File: src/rtl/hdlsr_pkg.sv
// constants, register map and types for the link select and receive block
package hdlsr_pkg;
  // ----------------------------------------
  // sizes
  // ----------------------------------------
  localparam int ADDR_W = 10;
  localparam int DATA_W = 8;
  localparam int N_LINKS = 3;
  localparam int FIFO_DEPTH = 128;
  localparam int SLOT_W = 5;
  localparam int BITIDX_W = 3;
  // ----------------------------------------
  // register offsets
  // ----------------------------------------
  localparam logic [ADDR_W-1:0] REG_LINK_CTL = 10'h00a;
  localparam logic [ADDR_W-1:0] REG_LINK1_SLOT = 10'h028;
  localparam logic [ADDR_W-1:0] REG_LINK1_MASK = 10'h029;
  localparam logic [ADDR_W-1:0] REG_LINK2_SLOT = 10'h02a;
  localparam logic [ADDR_W-1:0] REG_LINK2_MASK = 10'h02b;
  localparam logic [ADDR_W-1:0] REG_LINK3_SLOT = 10'h02c;
  localparam logic [ADDR_W-1:0] REG_LINK3_MASK = 10'h02d;
  localparam logic [ADDR_W-1:0] REG_RX_CFG = 10'h048;
  localparam logic [ADDR_W-1:0] REG_RX_THR = 10'h049;
  localparam logic [ADDR_W-1:0] REG_RX_STS = 10'h04a;
  localparam logic [ADDR_W-1:0] REG_RX_DATA = 10'h04b;
  localparam logic [ADDR_W-1:0] REG_RX_PRI = 10'h04c;
  localparam logic [ADDR_W-1:0] REG_RX_SEC = 10'h04d;
  // ----------------------------------------
  // field positions and codes
  // ----------------------------------------
  localparam int CTL_PATH_BIT = 3;
  localparam int CTL_RXSEL_LO = 6;
  localparam int CTL_TXSEL_LO = 4;
  localparam int POS_EVEN_BIT = 7;
  localparam int POS_ODD_BIT = 6;
  localparam int POS_TS16_BIT = 5;
  localparam int POS_SLOT_HI = 4;
  localparam int CFG_EN_BIT = 0;
  localparam int CFG_MODE_BIT = 2;
  localparam int CFG_MEN_BIT = 3;
  localparam int THR_IE_BIT = 7;
  localparam int THR_HI = 6;
  localparam int STS_FLAG_BIT = 0;
  localparam int STS_EMPTY_BIT = 1;
  localparam int STS_OVF_BIT = 2;
  localparam int STS_EOP_BIT = 3;
  localparam logic [1:0] SEL_NONE = 2'h3;
  localparam logic [SLOT_W-1:0] SLOT_SIXTEEN = 5'h10;
  localparam logic [BITIDX_W-1:0] LAST_BIT = 3'h7;
  localparam logic [2:0] ONES_STUFF = 3'h5;
  localparam logic [2:0] ONES_FLAG = 3'h6;
  localparam logic [DATA_W-1:0] REG_RESET = 8'h00;
  // ----------------------------------------
  // receive frame states
  // ----------------------------------------
  typedef enum logic [3:0] {
    RX_HUNT = 4'b0001,
    RX_ADDR = 4'b0010,
    RX_DATA = 4'b0100,
    RX_DROP = 4'b1000
  } hdlsr_rx_state_t;
endpackage

File: src/rtl/hdlsr_link_receiver.sv
// data link position select, three receive link controllers and host registers
// Notes on behaviour
// - path-select bit clear: position registers address the receive bank.
// - path-select bit set: position registers address the transmit bank.
// - receive selector bits 7:6, code 00 link 1, 01 link 2.
// - transmit selector bits 5:4, code 00 link 1.
// - position: even bit 7, odd bit 6, slot bits 4:0, mask register next.
// - link 1 positions at 028/029, link 2 at 02a/02b.
// - slot-16 enable with both parity bits clear takes all of slot 16.
// - odd-only, slot 0, mask 01 takes Sa8 of odd frames.
// - both parity bits, slot 20, mask ff takes all of slot 20.
// - transmit odd-only slot 0 mask 1f marks Sa4 to Sa8.
// - receive link works only while its enable bit is set.
// - match enable and mode bits choose address filtering on first byte.
// - primary and secondary match values at 04c and 04d.
// - fill above seven-bit threshold sets the receive flag.
// - receive flag holds until the fifo is read empty.
// - interrupt enable bit gates the flag onto the interrupt output.
// - control value 50 selects receive link 2 on the receive path.
`timescale 1ns/1ps
module hdlsr_link_receiver #(
  parameter int LINKS = hdlsr_pkg::N_LINKS,
  parameter int DEPTH = hdlsr_pkg::FIFO_DEPTH
) (
  input wire logic core_clk, // 25 MHz clock
  input wire logic sys_rst, // sync reset, high
  input wire logic clkEn, // freezes all state when low, except the clear of a disabled link
  input wire logic [hdlsr_pkg::ADDR_W-1:0] regAddr, // register address
  input wire logic regWrStb, // write strobe
  input wire logic [hdlsr_pkg::DATA_W-1:0] regWrData, // write data
  input wire logic regRdStb, // read strobe
  output logic [hdlsr_pkg::DATA_W-1:0] regRdData, // read data, next cycle
  input wire logic rxLineBit, // received line bit
  input wire logic rxBitStb, // one per received bit
  input wire logic [hdlsr_pkg::SLOT_W-1:0] rxSlot, // receive timeslot
  input wire logic [hdlsr_pkg::BITIDX_W-1:0] rxBitIdx, // 0 is first bit
  input wire logic rxOddFrame, // receive frame parity
  input wire logic txBitStb, // one per transmit bit
  input wire logic [hdlsr_pkg::SLOT_W-1:0] txSlot, // transmit timeslot
  input wire logic [hdlsr_pkg::BITIDX_W-1:0] txBitIdx, // 0 is first bit
  input wire logic txOddFrame, // transmit frame parity
  output logic [LINKS-1:0] txLinkHit, // bit belongs to tx link
  output logic [1:0] txCtlSel, // tx controller for host access
  output logic rxIrqReq // interrupt request, high
);
  import hdlsr_pkg::*;

  localparam int PTR_W = $clog2(DEPTH);
  localparam int CNT_W = $clog2(DEPTH + 1);
  localparam int ENT_W = DATA_W + 1;

  // ----------------------------------------
  // position match
  // ----------------------------------------
  // mask bit 0 is the last bit of the slot
  function automatic logic pos_hit(input logic [DATA_W-1:0] slotReg, input logic [DATA_W-1:0] maskReg,
                                   input logic [SLOT_W-1:0] slot, input logic [BITIDX_W-1:0] bitIdx,
                                   input logic odd);
    logic frameOk;
    logic bitSel;
    frameOk = (slotReg[POS_ODD_BIT] && odd) || (slotReg[POS_EVEN_BIT] && !odd);
    bitSel = maskReg[LAST_BIT - bitIdx];
    if (slotReg[POS_TS16_BIT] && !slotReg[POS_ODD_BIT] && !slotReg[POS_EVEN_BIT]) begin
      pos_hit = (slot == SLOT_SIXTEEN);
    end else begin
      pos_hit = frameOk && (slot == slotReg[POS_SLOT_HI:0]) && bitSel;
    end
  endfunction

  // ----------------------------------------
  // control register and selectors
  // ----------------------------------------
  logic [DATA_W-1:0] linkCtlQ;
  wire pathTx = linkCtlQ[CTL_PATH_BIT];
  wire [1:0] rxSel = linkCtlQ[CTL_RXSEL_LO+1:CTL_RXSEL_LO];
  wire rxSelOk = (rxSel != SEL_NONE) && (32'(rxSel) < LINKS);
  wire wrCtl = regWrStb && (regAddr == REG_LINK_CTL);
  wire rdPop = regRdStb && (regAddr == REG_RX_DATA) && rxSelOk;
  wire rdSts = regRdStb && (regAddr == REG_RX_STS) && rxSelOk;

  // control register and tx selector output
  always_ff @(posedge core_clk) begin
    if (sys_rst) begin
      linkCtlQ <= REG_RESET;
      txCtlSel <= 2'h0;
    end else if (clkEn) begin
      if (wrCtl) begin
        linkCtlQ <= regWrData;
      end
      txCtlSel <= linkCtlQ[CTL_TXSEL_LO+1:CTL_TXSEL_LO];
    end
  end

  // per-link views for the read mux and interrupt
  logic [DATA_W-1:0] posSlotW [LINKS];
  logic [DATA_W-1:0] posMaskW [LINKS];
  logic [DATA_W-1:0] cfgW [LINKS];
  logic [DATA_W-1:0] thrW [LINKS];
  logic [DATA_W-1:0] priW [LINKS];
  logic [DATA_W-1:0] secW [LINKS];
  logic [DATA_W-1:0] stsW [LINKS];
  logic [DATA_W-1:0] headW [LINKS];
  logic [LINKS-1:0] irqW;
  logic [LINKS-1:0] txHitW;

  genvar gi;
  generate
    for (gi = 0; gi < LINKS; gi++) begin : gLink
      localparam logic [ADDR_W-1:0] SLOT_A = (gi == 0) ? REG_LINK1_SLOT : (gi == 1) ? REG_LINK2_SLOT : REG_LINK3_SLOT;
      localparam logic [ADDR_W-1:0] MASK_A = (gi == 0) ? REG_LINK1_MASK : (gi == 1) ? REG_LINK2_MASK : REG_LINK3_MASK;
      localparam logic [1:0] MY_SEL = 2'(gi);
      logic [DATA_W-1:0] rxSlotQ, rxMaskQ, txSlotQ, txMaskQ;
      logic [DATA_W-1:0] cfgQ, thrQ, priQ, secQ;
      logic [DATA_W-1:0] shiftQ, pendQ;
      logic [2:0] onesQ, bitCntQ;
      logic pendVQ, flagQ, ovfQ;
      hdlsr_rx_state_t stQ;
      logic [ENT_W-1:0] buf0Q, buf1Q;
      logic buf0VQ, buf1VQ;
      logic [ENT_W-1:0] memQ [DEPTH];
      logic [PTR_W-1:0] wrPtrQ, rdPtrQ;
      logic [CNT_W-1:0] cntQ;

      // register decode for this link
      wire mine = rxSelOk && (rxSel == MY_SEL);
      wire wrSlot = regWrStb && (regAddr == SLOT_A);
      wire wrMask = regWrStb && (regAddr == MASK_A);
      wire wrCfg = regWrStb && mine && (regAddr == REG_RX_CFG);
      wire wrThr = regWrStb && mine && (regAddr == REG_RX_THR);
      wire wrPri = regWrStb && mine && (regAddr == REG_RX_PRI);
      wire wrSec = regWrStb && mine && (regAddr == REG_RX_SEC);
      wire enable = cfgQ[CFG_EN_BIT];
      wire popHere = rdPop && mine;

      // position registers, banked by the path-select bit
      always_ff @(posedge core_clk) begin
        if (sys_rst) begin
          rxSlotQ <= REG_RESET;
          rxMaskQ <= REG_RESET;
          txSlotQ <= REG_RESET;
          txMaskQ <= REG_RESET;
        end else if (clkEn) begin
          if (wrSlot && !pathTx) rxSlotQ <= regWrData;
          if (wrMask && !pathTx) rxMaskQ <= regWrData;
          if (wrSlot && pathTx) txSlotQ <= regWrData;
          if (wrMask && pathTx) txMaskQ <= regWrData;
        end
      end

      // receive configuration registers
      always_ff @(posedge core_clk) begin
        if (sys_rst) begin
          cfgQ <= REG_RESET;
          thrQ <= REG_RESET;
          priQ <= REG_RESET;
          secQ <= REG_RESET;
        end else if (clkEn) begin
          if (wrCfg) cfgQ <= regWrData;
          if (wrThr) thrQ <= regWrData;
          if (wrPri) priQ <= regWrData;
          if (wrSec) secQ <= regWrData;
        end
      end

      // bit extraction and hdlc decode
      wire linkBit = rxBitStb && enable && pos_hit(rxSlotQ, rxMaskQ, rxSlot, rxBitIdx, rxOddFrame);
      wire isFlag = linkBit && !rxLineBit && (onesQ == ONES_FLAG);
      wire isAbort = linkBit && rxLineBit && (onesQ == ONES_FLAG);
      wire isStuff = linkBit && !rxLineBit && (onesQ == ONES_STUFF);
      wire dataBit = linkBit && !isFlag && !isAbort && !isStuff;
      wire byteDone = dataBit && (bitCntQ == LAST_BIT);
      wire [DATA_W-1:0] newByte = {rxLineBit, shiftQ[DATA_W-1:1]};
      wire addrOk = !cfgQ[CFG_MEN_BIT] || (newByte == priQ) ||
                    (!cfgQ[CFG_MODE_BIT] && (newByte == secQ));
      wire inFrame = (stQ == RX_ADDR) || (stQ == RX_DATA);
      wire pushV = pendVQ && ((byteDone && (stQ == RX_DATA)) || (isFlag && (stQ == RX_DATA)));
      wire [ENT_W-1:0] pushE = {isFlag, pendQ};
      wire bufRdy = !buf1VQ || fifoWr;
      wire fifoFull = (cntQ == CNT_W'(DEPTH));
      wire fifoWr = buf0VQ && !fifoFull;

      // frame state and byte assembly
      always_ff @(posedge core_clk) begin
        if (sys_rst || !enable) begin
          stQ <= RX_HUNT;
          onesQ <= 3'h0;
          bitCntQ <= 3'h0;
          shiftQ <= REG_RESET;
          pendQ <= REG_RESET;
          pendVQ <= 1'b0;
        end else if (clkEn && linkBit) begin
          onesQ <= rxLineBit ? ((onesQ == ONES_FLAG) ? 3'h0 : onesQ + 3'h1) : 3'h0;
          if (dataBit) begin
            shiftQ <= newByte;
            bitCntQ <= bitCntQ + 3'h1;
          end
          if (isFlag || isAbort) begin
            bitCntQ <= 3'h0;
            pendVQ <= 1'b0;
          end
          case (stQ)
            RX_HUNT: begin
              if (isFlag) stQ <= RX_ADDR;
            end
            RX_ADDR: begin
              if (isAbort) begin
                stQ <= RX_HUNT;
              end else if (byteDone) begin
                stQ <= addrOk ? RX_DATA : RX_DROP;
                pendQ <= newByte;
                pendVQ <= addrOk;
              end
            end
            RX_DATA: begin
              if (isAbort) begin
                stQ <= RX_HUNT;
              end else if (isFlag) begin
                stQ <= RX_ADDR;
              end else if (byteDone) begin
                pendQ <= newByte;
                pendVQ <= 1'b1;
              end
            end
            RX_DROP: begin
              if (isFlag) stQ <= RX_ADDR;
              else if (isAbort) stQ <= RX_HUNT;
            end
            default: stQ <= RX_HUNT;
          endcase
        end
      end

      // two-entry buffer ahead of the fifo; full buffer drops the byte
      always_ff @(posedge core_clk) begin
        if (sys_rst || !enable) begin
          buf0Q <= '0;
          buf1Q <= '0;
          buf0VQ <= 1'b0;
          buf1VQ <= 1'b0;
        end else if (clkEn) begin
          if (fifoWr) begin
            buf0Q <= buf1VQ ? buf1Q : pushE;
            buf0VQ <= buf1VQ || (pushV && bufRdy);
            buf1Q <= pushE;
            buf1VQ <= buf1VQ && pushV;
          end else if (pushV && bufRdy) begin
            if (buf0VQ) begin
              buf1Q <= pushE;
              buf1VQ <= 1'b1;
            end else begin
              buf0Q <= pushE;
              buf0VQ <= 1'b1;
            end
          end
        end
      end

      // receive fifo storage
      always_ff @(posedge core_clk) begin
        if (clkEn && fifoWr) begin
          memQ[wrPtrQ] <= buf0Q;
        end
      end

      // fifo pointers, fill count and threshold flag
      always_ff @(posedge core_clk) begin
        if (sys_rst || !enable) begin
          wrPtrQ <= '0;
          rdPtrQ <= '0;
          cntQ <= '0;
          flagQ <= 1'b0;
        end else if (clkEn) begin
          if (fifoWr) wrPtrQ <= wrPtrQ + PTR_W'(1);
          if (popHere && cntQ != '0) rdPtrQ <= rdPtrQ + PTR_W'(1);
          cntQ <= cntQ + CNT_W'(fifoWr) - CNT_W'(popHere && cntQ != '0);
          if (cntQ > CNT_W'(thrQ[THR_HI:0])) flagQ <= 1'b1;
          else if (cntQ == '0) flagQ <= 1'b0;
        end
      end

      // overflow is sticky; a new loss wins over the status-read clear
      always_ff @(posedge core_clk) begin
        if (sys_rst) begin
          ovfQ <= 1'b0;
        end else if (clkEn) begin
          if (pushV && !bufRdy) ovfQ <= 1'b1;
          else if (rdSts && mine) ovfQ <= 1'b0;
        end
      end

      // transmit position hit
      assign txHitW[gi] = txBitStb && pos_hit(txSlotQ, txMaskQ, txSlot, txBitIdx, txOddFrame);
      assign posSlotW[gi] = pathTx ? txSlotQ : rxSlotQ;
      assign posMaskW[gi] = pathTx ? txMaskQ : rxMaskQ;
      assign cfgW[gi] = cfgQ;
      assign thrW[gi] = thrQ;
      assign priW[gi] = priQ;
      assign secW[gi] = secQ;
      assign headW[gi] = memQ[rdPtrQ][DATA_W-1:0];
      assign stsW[gi] = {4'h0, memQ[rdPtrQ][DATA_W] && (cntQ != '0), ovfQ, cntQ == '0, flagQ};
      assign irqW[gi] = flagQ && thrQ[THR_IE_BIT];

      // ----------------------------------------
      // checks
      // ----------------------------------------
      flag_rise_a: assert property (@(posedge core_clk) disable iff (sys_rst)
        clkEn && enable && cntQ > CNT_W'(thrQ[THR_HI:0]) |=> flagQ)
        else $error("fill above threshold did not raise flag");
      flag_hold_a: assert property (@(posedge core_clk) disable iff (sys_rst)
        clkEn && enable && flagQ && cntQ > CNT_W'(1) |=> flagQ)
        else $error("flag dropped before fifo was empty");
      pop_count_a: assert property (@(posedge core_clk) disable iff (sys_rst)
        clkEn && enable && popHere && !fifoWr && cntQ != '0 |=> cntQ == $past(cntQ) - CNT_W'(1))
        else $error("data read did not lower fill by one");
      fifo_cap_a: assert property (@(posedge core_clk) disable iff (sys_rst)
        cntQ <= CNT_W'(DEPTH) && !(fifoFull && fifoWr))
        else $error("fifo beyond its depth");
      link_off_a: assert property (@(posedge core_clk) disable iff (sys_rst)
        !enable |-> !linkBit && !pushV)
        else $error("disabled link took a bit");
    end
  endgenerate

  // ----------------------------------------
  // read mux and outputs
  // ----------------------------------------
  wire [DATA_W-1:0] posRd =
    (regAddr == REG_LINK1_SLOT) ? posSlotW[0] :
    (regAddr == REG_LINK1_MASK) ? posMaskW[0] :
    (regAddr == REG_LINK2_SLOT && LINKS > 1) ? posSlotW[1 % LINKS] :
    (regAddr == REG_LINK2_MASK && LINKS > 1) ? posMaskW[1 % LINKS] :
    (regAddr == REG_LINK3_SLOT && LINKS > 2) ? posSlotW[2 % LINKS] :
    (regAddr == REG_LINK3_MASK && LINKS > 2) ? posMaskW[2 % LINKS] : REG_RESET;
  wire [1:0] selIdx = rxSelOk ? rxSel : 2'h0;
  wire [DATA_W-1:0] linkRd =
    !rxSelOk ? REG_RESET :
    (regAddr == REG_RX_CFG) ? cfgW[selIdx] :
    (regAddr == REG_RX_THR) ? thrW[selIdx] :
    (regAddr == REG_RX_STS) ? stsW[selIdx] :
    (regAddr == REG_RX_DATA) ? headW[selIdx] :
    (regAddr == REG_RX_PRI) ? priW[selIdx] :
    (regAddr == REG_RX_SEC) ? secW[selIdx] : REG_RESET;
  wire [DATA_W-1:0] rdMux = (regAddr == REG_LINK_CTL) ? linkCtlQ : (posRd | linkRd);

  // registered read data, tx hits and interrupt
  always_ff @(posedge core_clk) begin
    if (sys_rst) begin
      regRdData <= REG_RESET;
      txLinkHit <= '0;
      rxIrqReq <= 1'b0;
    end else if (clkEn) begin
      if (regRdStb) regRdData <= rdMux;
      txLinkHit <= txHitW;
      rxIrqReq <= |irqW;
    end
  end

  // ----------------------------------------
  // checks on shared logic
  // ----------------------------------------
  irq_gate_a: assert property (@(posedge core_clk) disable iff (sys_rst)
    clkEn && !(|irqW) |=> !rxIrqReq)
    else $error("interrupt driven while gated off");
  sel_two_a: assert property (@(posedge core_clk) disable iff (sys_rst)
    clkEn && regRdStb && regAddr == REG_RX_THR && linkCtlQ == 8'h50 |=> regRdData == $past(thrW[1 % LINKS]))
    else $error("control value 50 did not select receive link 2");
  ts_sixteen_a: assert property (@(posedge core_clk) disable iff (sys_rst)
    clkEn && txBitStb && txSlot == SLOT_SIXTEEN && gLink[0].txSlotQ[POS_TS16_BIT] &&
    gLink[0].txSlotQ[POS_EVEN_BIT:POS_ODD_BIT] == 2'h0 |=> txLinkHit[0])
    else $error("slot 16 bit not marked for link 1");
  sa_eight_a: assert property (@(posedge core_clk) disable iff (sys_rst)
    gLink[0].enable && rxBitStb && rxOddFrame && rxSlot == 5'h00 && rxBitIdx == LAST_BIT &&
    gLink[0].rxSlotQ == 8'h40 && gLink[0].rxMaskQ == 8'h01 |-> gLink[0].linkBit)
    else $error("sa8 of odd frame not extracted");
  ts_twenty_a: assert property (@(posedge core_clk) disable iff (sys_rst)
    gLink[0].enable && rxBitStb && rxSlot == 5'h14 && gLink[0].rxSlotQ == 8'hd4 &&
    gLink[0].rxMaskQ == 8'hff |-> gLink[0].linkBit)
    else $error("slot 20 bit not extracted");
endmodule

File: config.mk
export PLATFORM = sky130hd
export DESIGN_NAME = hdlsr_link_receiver
export DESIGN_NICKNAME = d
export VERILOG_FILES = /design/src/rtl/hdlsr_pkg.sv /design/src/rtl/hdlsr_link_receiver.sv
export SDC_FILE = /design/constraint.sdc
export NUM_CORES = 2
export LEC_CHECK = 0
export BUFFER_PORTS_ARGS = -buffer_cell sky130_fd_sc_hd__clkbuf_2
export CORE_ASPECT_RATIO = 0.8
export CORE_UTILIZATION = 40
export DETAILED_ROUTE_END_ITERATION = 7
export GPL_ROUTABILITY_DRIVEN = 0
export SLEW_MARGIN = 20
export SYNTH_ARGS = -nofsm -noshare
export SYNTH_HDL_FRONTEND = slang
export SYNTH_SLANG_ARGS = --single-unit
File: constraint.sdc
create_clock -name core_clk -period 4.76 [get_ports core_clk]
set_clock_uncertainty 0.2 [all_clocks]
set_input_delay 0.238 -clock core_clk [delete_from_list [all_inputs] [get_ports core_clk]]
set_output_delay 0.238 -clock core_clk [all_outputs]
set_load 0.01 [all_outputs]
After elaboration in Yosys (flattened, before gate mapping)
Memories as Yosys holds them, arrays and structs flattened. A register that Yosys moved wholly into a read port is not among the register bits.
Index checks and enable logic that the tools add are counted.
Widths: inputs -> output; s select.

word-level totals
  memories kept = 3
  RAM bits = 3456
  output and inout port bits = 14
  input bits = 44
  bits in registers = 427
  word-level logic and storage cells = 681

cells by class
  add/sub/neg operators = 20
  equal/unequal tests = 72
  magnitude comparators = 7
  bitwise operators = 2
  multiplexer cells = 189
  reductions and logical operators = 314

memory list
  memory         depth  bits a word  rd ports  clocked after Yosys merged registers in  write ports  RTL line                    source
  gLink[0].memQ  128    9            1         1                                        1            hdlsr_link_receiver.sv:120  logic [ENT_W-1:0] memQ [DEPTH];
  gLink[1].memQ  128    9            1         1                                        1            hdlsr_link_receiver.sv:120
  gLink[2].memQ  128    9            1         1                                        1            hdlsr_link_receiver.sv:120

operator list
  cell                 count
  $mux 8               44
  $mux 9               21
  $logic_and 1x1->1    159
  $bmux 8 s2           6
  $reduce_and 2->1     47
  $mux 4               21
  $mux 1               63
  $eq 10x6->1 const B  6
  $eq 10x7->1 const B  6
  $eq 8x8->1           6
  $pmux 4 s4           3
  $pmux 8 s2           3
  $logic_not 1->1      43
  $add 7x1->7 const B  6
  $mux 7               6
  $mux 3               12
  $reduce_bool 2->1    18
  $eq 5x5->1           6
  $eq 3x3->1 const B   9
  $logic_or 1x1->1     27
  $reduce_and 3->1     9
  $add 8x1->8          3
  $eq 8x8->1 const B   3
  $gt 8x7->1           3
  other kinds (27)     74

Depth between registers and ports, before layout
  depth in word-level cells = 20
  gate-level depth with buffers = 19
  depth with buffers taken out = 19

Least setup slack after synthesis
Ideal clock, no wire load.

  path type = register to register
  start point = register gLink[1].cntQ[4]
  end point = register gLink[1].cntQ[6]
  buffers on the path = 0
  path slack = 1.289 ns
  data required time = 4.432 ns
  stages on the path, launching flop included = 19
  library setup time = 0.128 ns
  period minus slack after synthesis = 3.471 ns
  arrival time = 3.143 ns
  cell sequence = dfxtp_1 inv_1 ha_1 nor4bb_1 a21oi_1 and3_1 ha_1 inv_1 ha_1 inv_1 fa_1 nand2b_1 a21oi_1 o21ai_0 a21oi_1 nor2_1 xnor2_1 mux2i_1 nor2_1

between the ends
  longest elaborated chain between the ends = 5
  elaborated cells between the ends (all ways) = 7
  those cells by class = 2 x add/sub; 1 x eq/ne; 4 x reduce/logical

ends and longest elaborated chain
  what                      RTL line                    source
  start: declaration        hdlsr_link_receiver.sv:122  logic [CNT_W-1:0] cntQ;
  start signal: assignment  hdlsr_link_receiver.sv:275  cntQ <= cntQ + CNT_W'(fifoWr) - CNT_W'(popHere && cntQ != '0);
  $eq 8x8->1                hdlsr_link_receiver.sv:179  wire fifoFull = (cntQ == CNT_W'(DEPTH));
  $logic_not 1->1           hdlsr_link_receiver.sv:180  wire fifoWr = buf0VQ && !fifoFull;
  $logic_and 1x1->1         hdlsr_link_receiver.sv:180
  $add 8x1->8               hdlsr_link_receiver.sv:275
  $sub 8x1->8 *             hdlsr_link_receiver.sv:275

Mark *: on every way between the ends. The rest lies on a longest branch, timed or not.
A chain may end at the register's enable or synchronous reset.

==> flow_summary.rst <==
.. list-table::
   :header-rows: 1

   * - Metric
     - Value
   * - DR WL/cell
     - 29.1 um
   * - Number of input and output port buffers inserted
     - 57
   * - Critical path arrival
     - 5160 ps
   * - Crit path required time
     - 5350 ps
   * - Clock latency on the worst-skew pair
     - 940 ps
   * - Switching power total
     - 13.2 mW
   * - Minimum hold slack
     - 126 ps
   * - Fraction of power consumed by combinational cells
     - 0.4%
   * - Die footprint
     - 394000 sq um
   * - Worst VDD drop
     - 0.290 mV
   * - Post-Syn Area per Cell
     - 18.0 sq um
   * - Overall routing resource usage
     - 21.1%
   * - Part of the power in the clock network
     - 44.7%
   * - Run status
     - completed
   * - Synthesized netlist cell count
     - 8681
   * - Number of antenna-violating nets in the routed design
     - 0
   * - Sink Count
     - 3901
   * - Vertical die dimension
     - 562 um
   * - Total length of routed wires
     - 424000 um
   * - # nets final
     - 9182
   * - Period Utilization, post-route
     - 96.0%
   * - Vias per cell
     - 5.88
   * - GRT Residual Overflow
     - 0
   * - Most frequent cells in the layout
     - sky130_fd_sc_hd__edfxtp_1, sky130_fd_sc_hd__mux4_2, sky130_fd_sc_hd__nor2_1, sky130_fd_sc_hd__mux2i_1, sky130_fd_sc_hd__nand2_1
   * - Number of top-level design ports
     - 58
   * - 1st-iter DRT viols
     - 10136
   * - Cell Rows
     - 205
   * - Initial antenna violation count
     - 23
   * - Core box area
     - 390000 sq um
   * - Total power of the final layout
     - 66.7 mW
   * - Power density over cell area
     - 377 nW/um^2
   * - Worst slew margin relative to its limit
     - 19.9%
   * - Register share of total power
     - 54.9%
   * - Type of element capturing the critical path
     - register
   * - Fmax achieved
     - 219 MHz
   * - Number of library cell types mapped by synthesis
     - 89
   * - Post-Synthesis Net Count
     - 8797
   * - Most common cell after layout, fill and taps aside
     - sky130_fd_sc_hd__edfxtp_1
   * - Resize count post-CTS
     - 0
   * - Clock buffer depth
     - 4
   * - Hpwl dp
     - 271000 um
   * - Largest fanout of any net on the critical path
     - 48
   * - Final setup violation count
     - 0
   * - Top_reg_cell synth
     - sky130_fd_sc_hd__edfxtp_1
   * - P_leak
     - 62.8 nW
   * - Inserted Clock Buffers
     - 376
   * - Async set or reset register ratio after synthesis
     - 0%
   * - DRT Pass-1 Iters
     - 6
   * - Maximum number of pins on one net before global-route repair
     - 103
   * - Effective utilization at floorplan
     - 40.2%
   * - Post-detailed-route DRC marker count
     - 0
   * - Crit Path Class
     - register to register
   * - H-tree levels
     - 5
   * - Via count of the first global-routing pass
     - 83873
   * - Max-slew violation total from the final report
     - 0
   * - DR vias
     - 85599
   * - Ratio of cells with drive above 1 in the final layout
     - 22.1%
   * - Growth of design area from synthesis to finish
     - 13.2%
   * - CTS Hold Buffers Added
     - 37
   * - CTS tree
     - built
   * - Switching Fraction
     - 19.8%
   * - Minimum clock period
     - 4570 ps
   * - CP Launch Type
     - register
   * - Synthesized flop and latch total
     - 3901
   * - Setup repair after global routing missed its margin
     - no
   * - Power Internal
     - 53.5 mW
   * - Die X
     - 702 um
   * - Netlist Area Pre-Place
     - 157000 sq um
   * - Number of flops mapped to enable cells by yosys
     - 3456
   * - Max-cap check violation count
     - 0
   * - Clock Tree Root
     - sky130_fd_sc_hd__clkbuf_16
   * - Actual transition at the worst max-transition pin
     - 1200 ps
   * - Sequential area share after synthesis
     - 72.0%
   * - Wire length of the first global-routing pass
     - 610000 um
   * - Post-CTS Setup Bufs
     - 0
   * - Type of the tightest min-delay check
     - primary input to register
   * - Clock slew at the register clock pins of the worst setup and hold paths
     - 60 ps
   * - Number of failing hold endpoints at the final stage
     - 0
   * - Warnings from Yosys
     - 0
   * - Total negative slack
     - 0 ps
==> through the flow <==
step           std cells  setup slack (ps)  utilization (%)  instance area, sq um
4_1_cts            14546               234             45.4                177000
3_5_place_dp       13824               258             42.2                165000
3_3_place_gp       13824               314             42.2                165000
5_1_grt            14550              22.1             45.5                177000
6_report           14564               191             45.5                177000
2_1_floorplan       8681              1290                -                157000
==> worst max-delay path, stage by stage (launching register included) <==
cell and delay [ps]:
sky130_fd_sc_hd__dfxtp_4 1020, sky130_fd_sc_hd__buf_4 350, sky130_fd_sc_hd__buf_4 270, sky130_fd_sc_hd__mux4_2 540, sky130_fd_sc_hd__mux2i_1 200, sky130_fd_sc_hd__o21ai_0 240
sky130_fd_sc_hd__a311oi_1 930, sky130_fd_sc_hd__nor3_1 120, sky130_fd_sc_hd__o211a_1 210, sky130_fd_sc_hd__o311a_1 320
==> routing by layer <==
metal	GRT usage [%]	part of all wire [%]	vias up
met5	0	0.0099	-
li1	-	-	35567
met1	31.4	43	45285
met2	31.3	44	3949
met3	4.24	8.9	792
met4	6.44	3.4	6
==> cell usage after synthesis (24+ instances only) <==
cell | count | area (sq um)
sky130_fd_sc_hd__a31oi_1 | 33 | 206
sky130_fd_sc_hd__nor2b_1 | 70 | 438
sky130_fd_sc_hd__inv_1 | 77 | 289
sky130_fd_sc_hd__mux2_2 | 41 | 462
sky130_fd_sc_hd__dfxtp_1 | 445 | 8910
sky130_fd_sc_hd__ha_1 | 69 | 863
sky130_fd_sc_hd__nand4_1 | 54 | 338
sky130_fd_sc_hd__buf_1 | 50 | 188
sky130_fd_sc_hd__nand3_1 | 200 | 1000
sky130_fd_sc_hd__buf_6 | 32 | 360
sky130_fd_sc_hd__o21ai_0 | 103 | 515
sky130_fd_sc_hd__nor4_1 | 24 | 150
sky130_fd_sc_hd__nand2b_1 | 27 | 169
sky130_fd_sc_hd__nor3_1 | 46 | 230
sky130_fd_sc_hd__buf_4 | 52 | 390
sky130_fd_sc_hd__o22ai_1 | 46 | 288
sky130_fd_sc_hd__xnor2_1 | 68 | 596
sky130_fd_sc_hd__a22oi_1 | 79 | 593
sky130_fd_sc_hd__or3_1 | 25 | 156
sky130_fd_sc_hd__mux2i_1 | 446 | 4460
sky130_fd_sc_hd__nor2_1 | 801 | 3010
sky130_fd_sc_hd__nand2_1 | 417 | 1570
sky130_fd_sc_hd__edfxtp_1 | 3456 | 104000
sky130_fd_sc_hd__clkbuf_1 | 245 | 920
sky130_fd_sc_hd__xor2_1 | 60 | 526
sky130_fd_sc_hd__a211oi_1 | 63 | 473
sky130_fd_sc_hd__a21oi_1 | 245 | 1230
sky130_fd_sc_hd__mux4_2 | 934 | 21000
sky130_fd_sc_hd__buf_2 | 113 | 566
==> worst paths after layout <==
| check | startpoint | to | slack (ps) | depth (start not counted) |
|---|---|---|---|---|
| setup / recovery | register | regRdData[3] | 190 | 9 |
| hold reg to reg | gLink[2].thrQ[6] | gLink[2].thrQ[6] | 260 | 2 |
| hold / removal | rxSlot[1] | gLink[2].buf0Q[8] | 130 | 8 |
| setup reg to reg | register | regRdData[3] | 190 | 9 |
==> area by class of cell <==
cell class	instances	area, sq um
Multi-Input combinational cell	4195	41200
Clock inverter	221	2040
Antenna cell	16	40.0
Clock buffer	464	10100
Fill cell	33020	213000
Tap cell	5175	6470
Timing Repair Buffer	508	4230
Sequential cell	3901	113000
Inverter	84	317
==> power by group through the flow <==
stage,Sequential [mW],Clock [mW],Combinational [mW]
6_report,36.7,29.8,0.288
5_1_grt,36.6,31.4,0.293
4_1_cts,36.7,30.2,0.280
3_5_place_dp,37.4,0,0.252
3_3_place_gp,37.4,0,0.250
2_1_floorplan,37.4,0,0.130
==> state kept, by name, indices dropped and copies added (netlist names), 12 cells and up, named ones only <==
signal and count:
gLink.memQ 3456, gLink.buf0Q 27, gLink.buf1Q 27, gLink.cfgQ 24, gLink.cntQ 24, gLink.pendQ 24
gLink.priQ 24, gLink.rxMaskQ 24, gLink.rxSlotQ 24, gLink.secQ 24, gLink.thrQ 24, gLink.txMaskQ 24
gLink.txSlotQ 24, gLink.rdPtrQ 21, gLink.shiftQ 21, gLink.wrPtrQ 21, gLink.stQ 12
==> kinds of logic after synthesis <==
group / after synthesis / share of synthesized area [%]
xor+xnor: 128 / 0.716
fa+ha+maj: 72 / 0.590
simple gates: 1765 / 4.99
mux: 1424 / 16.6
compound gates: 806 / 3.38
buf+inv: 585 / 1.78
flops: 3901 / 72.0
Power figures use the tool's default switching activity.
